File: config.mk
export PLATFORM = sky130hd
export DESIGN_NAME = srrc_top
export DESIGN_NICKNAME = d
export VERILOG_FILES = /design/src/srrc_pkg.sv /design/src/srrc_top.sv
export VERILOG_INCLUDE_DIRS = /design/src /design/src/src
export SDC_FILE = /design/constraint.sdc
export NUM_CORES = 1
export LEC_CHECK = 0
export ABC_CLOCK_PERIOD_IN_PS = 2750
export BUFFER_PORTS_ARGS = -buffer_cell sky130_fd_sc_hd__buf_2
export CAP_MARGIN = 20
export CORE_ASPECT_RATIO = 0.75
export CORE_UTILIZATION = 57
export CTS_CLUSTER_DIAMETER = 40
export DETAILED_ROUTE_END_ITERATION = 6
export GPL_TIMING_DRIVEN = 0
export PLACE_DENSITY = 0.85
export SLEW_MARGIN = 0
export SYNTH_ARGS = -nofsm -noshare
export SYNTH_HDL_FRONTEND = slang
export SYNTH_SLANG_ARGS = --single-unit
File: constraint.sdc
create_clock -name clk_i -period 2.75 [get_ports clk_i]
set_clock_uncertainty 0.15 [all_clocks]
set_input_delay 0.4125 -clock clk_i [delete_from_list [all_inputs] [get_ports clk_i]]
set_output_delay 0.4125 -clock clk_i [all_outputs]
set_load 0.005 [all_outputs]
File: src/srrc_cfg.svh
// Timing counts and register offsets of the stop release and reset sequencer
`ifndef SRRC_CFG_SVH
`define SRRC_CFG_SVH
`define SRRC_CLK_MHZ 50
`define SRRC_RST_DLY_NS 5000
`define SRRC_RST_DLY_CYC ((`SRRC_RST_DLY_NS * `SRRC_CLK_MHZ) / 1000)
`define SRRC_ACC_MIN_NS 86000
`define SRRC_ACC_CYC (((`SRRC_ACC_MIN_NS * `SRRC_CLK_MHZ) + 999) / 1000)
`define SRRC_PROC_MIN_NS 11000
`define SRRC_PROC_CYC (((`SRRC_PROC_MIN_NS * `SRRC_CLK_MHZ) + 999) / 1000)
`define SRRC_OST_DEF 16'h0100
`define SRRC_HSG_INT_NS 4060
`define SRRC_HSG_INT_CYC (((`SRRC_HSG_INT_NS * `SRRC_CLK_MHZ) + 999) / 1000)
`define SRRC_HSG_EXT_CYC 160
`define SRRC_WAIT_VEC_CYC 8
`define SRRC_WAIT_NXT_CYC 2
`define SRRC_RESET_VEC_ADDR 16'h0000
`define SRRC_ADR_CTRL 4'h0
`define SRRC_ADR_STAT 4'h4
`define SRRC_ADR_OST 4'h8
`define SRRC_CTRL_STOP_BIT 0
`define SRRC_CTRL_HSET_BIT 1
`define SRRC_CTRL_EXTCLK_BIT 2
`define SRRC_CTRL_XOSC_BIT 3
`endif

File: src/srrc_pkg.sv
// Types of the stop release and reset sequencer
package srrc_pkg;
  typedef enum logic [2:0] {
    SRRC_RUN,
    SRRC_STOP,
    SRRC_OSTAB,
    SRRC_HSGATE,
    SRRC_WAIT,
    SRRC_RESET,
    SRRC_ACCWAIT,
    SRRC_PROC
  } srrc_state_t;
  typedef struct packed {
    logic mask;
    logic prio;
    logic gie;
    logic svc_prio;
  } srrc_irq_t;
  typedef struct packed {
    logic rst_pin_n;
    logic wdt_ovf;
    logic pclr_det;
    logic lowv_det;
  } srrc_rsrc_t;
endpackage

File: src/srrc_top.sv
// Stop release and system reset sequencer with Wishbone control registers
// Overview of operation
// - Unmasked request ends STOP, vectors or continues
// - Resume wait 8 vectored, 2 otherwise
// - Mask holds STOP; priority and enable decide service
// - Reset during STOP ends it, reset vector follows
// - Four reset sources, identical effect except low-voltage detector reset
// - Start address fetched from vector 0000H/0001H
// - Pins Hi-Z, indicator low, during reset/stabilization
// - Watchdog reset self-releases; pin reset on high
// - Oscillators stopped, external clocks ignored in reset
// - STOP contents kept while reset applied
// - Low-voltage reset spares the low-voltage detector except for one cycle as RESET ends
// - Watchdog reset also resets watchdog timer
// - Accuracy wait then processing before running
// - Internal reset follows pin edges after 5 us
// - Crystal stays stopped until software starts it
// - CPU clock gated, peripherals stopped in reset
// - High-speed setting gates CPU clock after release
`timescale 1ns/1ns
`include "srrc_cfg.svh"
module srrc_top (
  input wire logic clk_i,
  input wire logic rst_i,
  input wire logic [3:0] wb_adr_i,
  input wire logic [31:0] wb_dat_i,
  output logic [31:0] wb_dat_o,
  input wire logic wb_we_i,
  input wire logic [3:0] wb_sel_i,
  input wire logic wb_cyc_i,
  input wire logic wb_stb_i,
  output logic wb_ack_o,
  input wire srrc_pkg::srrc_rsrc_t rsrc_i,
  input wire logic irq_req_i,
  input wire srrc_pkg::srrc_irq_t irq_i,
  output logic cpu_clk_en_o,
  output logic periph_rst_o,
  output logic wdt_rst_o,
  output logic lowv_rst_o,
  output logic osc_en_o,
  output logic xosc_en_o,
  output logic ext_clk_valid_o,
  output logic vector_fetch_o,
  output logic [15:0] vector_addr_o,
  output logic irq_service_o,
  output logic pins_hiz_o,
  output logic reset_indicator_pin_o,
  output logic reset_indicator_pin_oe_n_o,
  output logic stop_held_o
);
  // Two flip-flop synchronisers for the reset sources and the wake request
  // sync async inputs
  logic [4:0] sync1_ff;
  logic [4:0] sync2_ff;
  always_ff @(posedge clk_i)
  begin
    if (rst_i)
    begin
      sync1_ff <= 5'h01;
      sync2_ff <= 5'h01;
    end
    else
    begin
      sync1_ff <= {irq_req_i, rsrc_i.lowv_det, rsrc_i.pclr_det, rsrc_i.wdt_ovf, rsrc_i.rst_pin_n};
      sync2_ff <= sync1_ff;
    end
  end
  wire pin_n_s = sync2_ff[0];
  wire wdt_s = sync2_ff[1];
  wire pclr_s = sync2_ff[2];
  wire lowv_s = sync2_ff[3];
  wire wake_s = sync2_ff[4];

  logic pin_filt_ff;
  logic [15:0] dly_cnt_ff;
  wire [15:0] dly_max = 16'(`SRRC_RST_DLY_CYC);
  wire pin_diff = pin_n_s != pin_filt_ff;
  always_ff @(posedge clk_i)
  begin
    if (rst_i)
    begin
      pin_filt_ff <= 1'b1;
      dly_cnt_ff <= 16'h0000;
    end
    else if (!pin_diff)
      dly_cnt_ff <= 16'h0000;
    else if (dly_cnt_ff == dly_max - 16'h0001)
    begin
      pin_filt_ff <= pin_n_s;
      dly_cnt_ff <= 16'h0000;
    end
    else
      dly_cnt_ff <= dly_cnt_ff + 16'h0001;
  end

  // short pin pulses may be lost by the delay filter
  wire rst_any = !pin_filt_ff || wdt_s || pclr_s || lowv_s;

  // Registers
  logic stop_req_ff;
  logic hset_ff;
  logic extclk_ff;
  logic xosc_ff;
  logic [15:0] ost_ff;
  logic [1:0] cause_ff;
  logic ack_ff;
  wire wb_req = wb_cyc_i && wb_stb_i && !ack_ff;
  wire wb_wr = wb_req && wb_we_i;
  wire sel_ctrl = wb_adr_i == `SRRC_ADR_CTRL;
  wire sel_stat = wb_adr_i == `SRRC_ADR_STAT;
  wire sel_ost = wb_adr_i == `SRRC_ADR_OST;

  srrc_pkg::srrc_state_t state_ff;
  srrc_pkg::srrc_state_t nxt_state;
  logic [15:0] cnt_ff;
  logic [15:0] nxt_cnt;
  logic vec_ff;
  logic nxt_vec;

  function automatic logic srrc_service(input srrc_pkg::srrc_irq_t q);
    srrc_service = q.prio ? (q.gie && q.svc_prio) : q.gie;
  endfunction

  wire wake = wake_s && !irq_i.mask;
  wire [15:0] hsg_cyc = extclk_ff ? 16'(`SRRC_HSG_EXT_CYC) : 16'(`SRRC_HSG_INT_CYC);
  wire [15:0] wait_cyc = vec_ff ? 16'(`SRRC_WAIT_VEC_CYC) : 16'(`SRRC_WAIT_NXT_CYC);
  wire cnt_done = cnt_ff == 16'h0000;
  wire stop_cmd = wb_wr && sel_ctrl && wb_sel_i[0] && wb_dat_i[`SRRC_CTRL_STOP_BIT];

  always_comb
  begin
    nxt_state = state_ff;
    nxt_cnt = cnt_done ? 16'h0000 : cnt_ff - 16'h0001;
    nxt_vec = vec_ff;
    if (rst_any)
    begin
      nxt_state = srrc_pkg::SRRC_RESET;
      nxt_cnt = 16'h0000;
    end
    else
    begin
      case (state_ff)
        srrc_pkg::SRRC_RUN:
          if (stop_cmd)
            nxt_state = srrc_pkg::SRRC_STOP;
        srrc_pkg::SRRC_STOP:
          if (wake)
          begin
            nxt_state = srrc_pkg::SRRC_OSTAB;
            nxt_cnt = ost_ff;
            nxt_vec = srrc_service(irq_i);
          end
        srrc_pkg::SRRC_OSTAB:
          if (cnt_done)
          begin
            nxt_state = hset_ff ? srrc_pkg::SRRC_HSGATE : srrc_pkg::SRRC_WAIT;
            nxt_cnt = hset_ff ? hsg_cyc : wait_cyc;
          end
        srrc_pkg::SRRC_HSGATE:
          if (cnt_done)
          begin
            nxt_state = srrc_pkg::SRRC_WAIT;
            nxt_cnt = wait_cyc;
          end
        srrc_pkg::SRRC_WAIT:
          if (cnt_done)
            nxt_state = srrc_pkg::SRRC_RUN;
        srrc_pkg::SRRC_RESET:
        begin
          nxt_state = srrc_pkg::SRRC_ACCWAIT;
          nxt_cnt = 16'(`SRRC_ACC_CYC);
        end
        srrc_pkg::SRRC_ACCWAIT:
          if (cnt_done)
          begin
            nxt_state = srrc_pkg::SRRC_PROC;
            nxt_cnt = 16'(`SRRC_PROC_CYC);
          end
        srrc_pkg::SRRC_PROC:
          if (cnt_done)
            nxt_state = srrc_pkg::SRRC_RUN;
        default:
          nxt_state = srrc_pkg::SRRC_RESET;
      endcase
    end
  end

  always_ff @(posedge clk_i)
  begin
    if (rst_i)
    begin
      state_ff <= srrc_pkg::SRRC_RESET;
      cnt_ff <= 16'h0000;
      vec_ff <= 1'b0;
    end
    else
    begin
      state_ff <= nxt_state;
      cnt_ff <= nxt_cnt;
      vec_ff <= nxt_vec;
    end
  end

  wire in_rst = state_ff == srrc_pkg::SRRC_RESET;
  wire in_acc = state_ff == srrc_pkg::SRRC_ACCWAIT;
  wire in_proc = state_ff == srrc_pkg::SRRC_PROC;
  wire in_stop = state_ff == srrc_pkg::SRRC_STOP;
  wire leave_wait = state_ff == srrc_pkg::SRRC_WAIT && cnt_done && !rst_any;
  wire leave_proc = in_proc && cnt_done && !rst_any;

  // Settings other than crystal start ride through source resets, so STOP setup survives
  // settings kept in reset, crystal start cleared
  always_ff @(posedge clk_i)
  begin
    if (rst_i)
    begin
      hset_ff <= 1'b0;
      extclk_ff <= 1'b0;
      xosc_ff <= 1'b0;
      ost_ff <= `SRRC_OST_DEF;
      cause_ff <= 2'h0;
    end
    else
    begin
      if (in_rst)
        xosc_ff <= 1'b0;
      else if (wb_wr && sel_ctrl && wb_sel_i[0])
      begin
        hset_ff <= wb_dat_i[`SRRC_CTRL_HSET_BIT];
        extclk_ff <= wb_dat_i[`SRRC_CTRL_EXTCLK_BIT];
        xosc_ff <= wb_dat_i[`SRRC_CTRL_XOSC_BIT];
      end
      if (wb_wr && sel_ost)
      begin
        if (wb_sel_i[0])
          ost_ff[7:0] <= wb_dat_i[7:0];
        if (wb_sel_i[1])
          ost_ff[15:8] <= wb_dat_i[15:8];
      end
      if (rst_any)
        cause_ff <= !pin_filt_ff ? 2'h0 : (wdt_s ? 2'h1 : (pclr_s ? 2'h2 : 2'h3));
    end
  end

  // Bus slave: one wait state, unmapped reads return zero
  logic [31:0] rd_data;
  assign rd_data = sel_ctrl ? {28'h0000000, xosc_ff, extclk_ff, hset_ff, in_stop} :
                   sel_stat ? {25'h0000000, vec_ff, cause_ff, 1'b0, state_ff} :
                   sel_ost ? {16'h0000, ost_ff} : 32'h00000000;
  always_ff @(posedge clk_i)
  begin
    if (rst_i)
    begin
      ack_ff <= 1'b0;
      wb_dat_o <= 32'h00000000;
    end
    else
    begin
      ack_ff <= wb_req;
      wb_dat_o <= wb_req ? rd_data : 32'h00000000;
    end
  end
  assign wb_ack_o = ack_ff;

  // Registered system outputs
  wire rst_phase = in_rst || in_acc || rst_any;
  always_ff @(posedge clk_i)
  begin
    if (rst_i)
    begin
      cpu_clk_en_o <= 1'b0;
      periph_rst_o <= 1'b1;
      wdt_rst_o <= 1'b1;
      lowv_rst_o <= 1'b1;
      osc_en_o <= 1'b0;
      xosc_en_o <= 1'b0;
      ext_clk_valid_o <= 1'b0;
      vector_fetch_o <= 1'b0;
      vector_addr_o <= 16'h0000;
      irq_service_o <= 1'b0;
      pins_hiz_o <= 1'b1;
      stop_held_o <= 1'b0;
    end
    else
    begin
      cpu_clk_en_o <= nxt_state == srrc_pkg::SRRC_RUN;
      periph_rst_o <= rst_phase || in_proc;
      wdt_rst_o <= rst_phase || in_proc;
      // detector kept out of its own reset except for one cycle as RESET ends
      lowv_rst_o <= (rst_phase || in_proc) && !lowv_s && !(cause_ff == 2'h3 && !in_rst);
      osc_en_o <= !in_rst && !rst_any && !in_stop;
      xosc_en_o <= xosc_ff && !in_rst && !rst_any && !in_stop;
      ext_clk_valid_o <= !in_rst && !rst_any;
      vector_fetch_o <= leave_proc;
      vector_addr_o <= `SRRC_RESET_VEC_ADDR;
      irq_service_o <= leave_wait && vec_ff;
      pins_hiz_o <= rst_phase;
      stop_held_o <= in_stop;
    end
  end
  assign reset_indicator_pin_o = 1'b0;
  assign reset_indicator_pin_oe_n_o = !pins_hiz_o;

  // Assertions
  chk_wait_vector_len: assert property (@(posedge clk_i) disable iff (rst_i)
    ($rose(state_ff == srrc_pkg::SRRC_WAIT) && vec_ff && !rst_any)
    |-> cnt_ff == 16'h0008)
    else $error("vectored wait count wrong");
  chk_wait_next_len: assert property (@(posedge clk_i) disable iff (rst_i)
    ($rose(state_ff == srrc_pkg::SRRC_WAIT) && !vec_ff) |-> cnt_ff == 16'h0002)
    else $error("non-vectored wait count wrong");
  chk_masked_stop_hold: assert property (@(posedge clk_i) disable iff (rst_i)
    (in_stop && irq_i.mask && !rst_any) |=> in_stop)
    else $error("masked request left stop");
  chk_wake_leaves_stop: assert property (@(posedge clk_i) disable iff (rst_i)
    (in_stop && wake && !rst_any) |=> state_ff == srrc_pkg::SRRC_OSTAB)
    else $error("unmasked wake ignored");
  chk_reset_enters: assert property (@(posedge clk_i) disable iff (rst_i)
    rst_any |=> in_rst)
    else $error("reset source not acted on");
  chk_cpu_clk_gated: assert property (@(posedge clk_i) disable iff (rst_i)
    in_rst |=> !cpu_clk_en_o)
    else $error("cpu clock running in reset");
  chk_pins_hiz: assert property (@(posedge clk_i) disable iff (rst_i)
    (in_rst || in_acc) |=> pins_hiz_o && !reset_indicator_pin_oe_n_o)
    else $error("pins not hi-z in reset");
  chk_osc_stopped: assert property (@(posedge clk_i) disable iff (rst_i)
    in_rst |=> !osc_en_o && !ext_clk_valid_o)
    else $error("oscillator running in reset");
  chk_vector_after: assert property (@(posedge clk_i) disable iff (rst_i)
    leave_proc |=> vector_fetch_o && vector_addr_o == 16'h0000 ##1 !vector_fetch_o)
    else $error("reset vector fetch missing");
  chk_xosc_off: assert property (@(posedge clk_i) disable iff (rst_i)
    in_rst |=> !xosc_en_o)
    else $error("crystal running after reset");
endmodule

* Word-level counts from Yosys, hierarchy flattened *
Cells that the tools add are included.

word-level totals
  register bits after elaboration = 111
  bits in latches = 0
  bits in writable memories = 0
  bits in read-only memories = 0
  bits of input ports = 54
  output and inout port bits = 62
  memories kept = 0

cells by class
  add/sub/neg operators = 2
  multiply operators = 0
  div/mod/pow operators = 0
  order comparisons = 0
  eq/ne operators = 12
  shift-type cells = 0
  multiplexer cells = 25
  bitwise logic cells = 5
  reduce and logical (&&, ||, !) cells = 54

operator list
  operator                 number
  $mux W16                 5
  $pmux W16 S5             1
  $mux W3                  8
  $logic_and A1 B1 Y1      22
  $mux W7                  3
  $pmux W3 S7              1
  $add A16 B1 Y16 const B  1
  $eq A16 B8 Y1 const B    1
  $logic_not A16 Y1        1
  $sub A16 B1 Y16 const B  1
  $eq A3 B3 Y1 const B     4
  $logic_not A1 Y1         9
  $mux W4                  2
  $mux W8                  1
  $reduce_and A2 Y1        4
  $reduce_or A2 Y1         4
  $eq A3 B2 Y1 const B     2
  $logic_not A3 Y1         2
  $logic_or A1 B1 Y1       6
  $reduce_or A3 Y1         2
  $not A1 Y1               5
  $reduce_or A5 Y1         1
  $eq A4 B3 Y1 const B     1
  $eq A4 B4 Y1 const B     1
  8 further kinds          10

* Logic depth before layout (Yosys ltp) *
  word-level depth = 10
  gate-level depth with buffers = 8
  depth with buffers taken out = 7

* Worst setup path before layout *
OpenSTA, ideal clock, no wires.

  path kind = flip-flop to flip-flop
  start point = register cnt_ff[0]
  end point = register cnt_ff[14]
  library setup time = 76 ps
  arrival time = 1635 ps
  slack = 889 ps
  stages on the path, launching flop included = 8
  path buffers = 0
  clock period less this slack = 1861 ps
  cell sequence = dfxtp_1 -> inv_1 -> ha_1 -> or3b_2 -> nor2_1 -> nand3_1 -> xor2_1 -> o21ai_0

between the ends
  cells in the longest elaborated chain, start to end = 4

ends and longest elaborated chain
  what                                                  line                              source
  start, declared                                       srrc_top.sv:115                   logic [15:0] cnt_ff;
  start signal, assigned                                srrc_top.sv:199                   cnt_ff <= nxt_cnt;
  $sub A16 B1 Y16 or $logic_not A16 Y1 (tied branches)  srrc_top.sv:133, srrc_top.sv:127
  $mux W16                                              srrc_top.sv:133                   nxt_cnt = cnt_done ? 16'h0000 : cnt_ff - 16'h0001;
  $mux W16, on equally long branches                    -
  $pmux W16 S5 (*)                                      srrc_top.sv:142                   case (state_ff)

Every way passes the cells marked *; elsewhere a longest branch is shown, timed or not.
A chain may end at the register's enable or synchronous reset.

* Worst setup path after layout *
  start point = register state_ff[0]
  end point = register cnt_ff[0]

between the ends
  cells in the longest elaborated chain, start to end = 2

ends and longest elaborated chain
  what                                  line             source
  start, declared                       srrc_top.sv:113  srrc_pkg::srrc_state_t state_ff;
  start signal, assigned                srrc_top.sv:192  state_ff <= srrc_pkg::SRRC_RESET;
  start signal, assigned                srrc_top.sv:198  state_ff <= nxt_state;
  $eq A3 B3 Y1 (tied with other cells)  srrc_top.sv:142
  $pmux W16 S5 (*)                      srrc_top.sv:142

Marked as above.

==> flow_summary.json <==
{
  "synth.avg_cell_area_sq_um": 8.61,
  "worstPathArrival_ns": 2.61,
  "r2r_slack_ns": 0.25,
  "maxCapViolations": 0,
  "synthTopCellsByArea": "dfxtp_1 (44%), nor2_1 (6.2%), buf_4 (5.8%)",
  "finalSetupViolCount": 0,
  "ctsHtreeMaxLevel": 3,
  "regToRegStartpoint": "state_ff[0]",
  "wl_per_cell_microns": 15.0,
  "yosys-top-cells-count": "dfxtp_1 (95), nor2_1 (72), nand2_1 (38)",
  "hold_buffers": 0,
  "drive_gt1_share_pct": 20.8,
  "grt_max_degree": 17,
  "relSlewSlack_pct": 56.7,
  "p_per_area_nw_per_um2": 811,
  "gp_congestion": 0.930,
  "synthArstFlopShare_pct": 0,
  "remaining_drc_errors": 0,
  "placeableCoreArea_sq_um": 7360,
  "row_count": 27,
  "slew_violations": 0,
  "clk_path_buf_depth": 2,
  "min_path_cells": 2,
  "synth_cells": 507,
  "crit_path_frequent_cell": "nand2_1",
  "r2r_cells": 6,
  "grt_pass1_wl_microns": 17200,
  "cts-resized-gates": 0,
  "synthFlopType": "dfxtp_1",
  "clock-sinks": 95,
  "cts_root_buffer": "clkbuf_8",
  "cts_buffers": 9,
  "nets": 672,
  "dieHeight_microns": 77.8,
  "synth_edf_count": 0,
  "grt-ovfl-total": 0,
  "path_clk_slew_ns": 0.09,
  "hp-class": "input port to flop",
  "ys_types": 52,
  "grt_pass1_vias": 3546,
  "worstPathMaxFanout": 10,
  "clock_latency_ns": 0.37,
  "regToRegEndpoint": "cnt_ff[0]",
  "startpoint": "state_ff[0]",
  "cp_cell_sequence": "clkbuf_1, buf_1, nand2_1, nor3_1, nand2_1, o311ai_0",
  "yosysWarnings": 0,
  "crit_type": "flop to flop",
  "synth.most_common_cell": "dfxtp_1",
  "io_pins": 116,
  "timing.fmax_mhz": 401,
  "power.leakage_nw": 2.36,
  "ys_seq_area_share_pct": 43.6,
  "ys_ff_latch": 95,
  "fin_area_sq_um": 5170,
  "grt_usage_pct": 28.5,
  "crit_end": "cnt_ff[0]",
  "detail_route.first_pass.iterations": 5,
  "tightest_slew_ns": 0.645,
  "setup_tns_ns": 0,
  "io_buffers": 64,
  "area_delta_synth_final_pct": 18.5,
  "wl_microns": 10800,
  "num_antenna_cells": 0,
  "cts_setup_buffers": 0,
  "rsz0062_at_grt": "false",
  "post-dp-hpwl_microns": 8000,
  "chipWidth_microns": 103,
  "place_area_sq_um": 4930,
  "netlist_area_sq_um": 4370,
  "cts_tree": "built",
  "internal_power_mw": 2.67,
  "peakVddDrop_mv": 0.472,
  "drtIter0Drc": 384,
  "post-route-period-util_pct": 90.8,
  "seq_power_share_pct": 39.0,
  "hold_slack_ns": 0.0654,
  "antenna_found_initial": 0,
  "start_util_pct": 59.3,
  "p_clk_share_pct": 25.6,
  "cp-start-kind": "flop",
  "slowest_stage": "nor3_1",
  "status": "finished, final reports clean",
  "power_switching_mw": 1.52,
  "synth_top_cell_area_share_pct": 43.6,
  "dr_total_vias": 3993,
  "power_mw": 4.19,
  "worst-endpoint-required_ns": 2.86,
  "via_per_inst": 5.55,
  "slowest_delay_ns": 0.57,
  "die-area_sq_um": 8020,
  "switching_share_pct": 36.3,
  "end_kind": "flop",
  "yosysTopAreaCell": "dfxtp_1",
  "fin_crit_ns": 2.50,
  "combPwrFrac_pct": 35.4,
  "ant_nets": 0,
  "finalHoldViolCount": 0
}
area by class of cell:
| type | count | area [sq um] |
|---|---|---|
| Inverter | 12 | 45.0 |
| Buffer | 54 | 337 |
| Multi-Input combinational cell | 378 | 2200 |
| Sequential cell | 95 | 1900 |
| Clock inverter | 5 | 87.6 |
| Clock buffer | 11 | 151 |
| Fill cell | 602 | 2190 |
| Timing Repair Buffer | 64 | 320 |
| Tap cell | 101 | 126 |
worst min-delay path by stage:
stage	startpoint	endpoint	slack, ns
6_report	rsrc_i[3]	sync1_ff[0]	0.07
3_5_place_dp	sync1_ff[0]	sync2_ff[0]	0.25
2_1_floorplan	sync1_ff[0]	sync2_ff[0]	0.24
5_1_grt	rsrc_i[3]	sync1_ff[0]	0.06
4_1_cts	rsrc_i[3]	sync1_ff[0]	0.06
3_3_place_gp	sync1_ff[0]	sync2_ff[0]	0.24
cells in the final DEF, fill, tap and decap left out, types with 14 or more instances in the layout:
cell type,count
a21oi_1,21
and3_1,14
buf_2,69
buf_4,34
conb_1,33
dfxtp_1,95
mux2i_1,20
nand2_1,38
nand3_1,22
nor2_1,72
nor2b_1,14
o21ai_0,23
xnor2_1,15
critical path, delay by kind of cell (launching register included):
kind | cells | cell delay [ns]
AOI/OAI and AO/OA | 1 | 0.13
buffers and inverters | 2 | 0.85
DFF | 1 | 0.39
and+or+nand+nor | 3 | 0.86
routing by layer:
layer | track usage, % | share of wire [%] | vias to the layer above
met1 | 39.6 | 44 | 1771
met4 | 15.2 | 3.8 | 0
met2 | 40.5 | 41 | 274
li1 | - | - | 1904
met3 | 6.94 | 11 | 44
met5 | 0 | 0 | -
power groups by stage:
stage / logic, mW / registers, mW / clock network (mW)
floorplan: 1.10 / 1.63 / 0
global route: 1.62 / 1.65 / 1.15
CTS: 1.45 / 1.63 / 1.08
detailed placement: 1.43 / 1.65 / 0
finish: 1.49 / 1.63 / 1.07
global placement: 1.40 / 1.65 / 0
registers in the layout (all words and copies together), names as in the netlist, 2 cells and up:
signal,flops
cnt_ff,16
cause_ff,2
state_ff,3
sync2_ff,5
ost_ff,16
sync1_ff,5
dly_cnt_ff,16
wb_dat_o,16
per-stage QoR:
stage               util [%]  worst slack [ns]  std cells
global route            70.2             0.214        720
global placement        67.0             0.461        704
finish                  70.2             0.254        720
detailed placement      67.0             0.427        704
floorplan                  -             0.889        539
CTS                     70.2             0.411        720
kinds of logic after synthesis:
group                    Yosys count  synth area share (%)
multiplexers                      21                  4.84
AND/OR/NAND/NOR                  220                  26.0
buffers and inverters             66                  8.74
adder cells (fa/ha/maj)            4                  1.15
other                              1                0.0859
flip-flops                        95                  43.6
AO/OA/AOI/OAI                     73                  10.2
XOR/XNOR                          27                  5.42
Note: power is estimated with default switching activity, not from simulation.
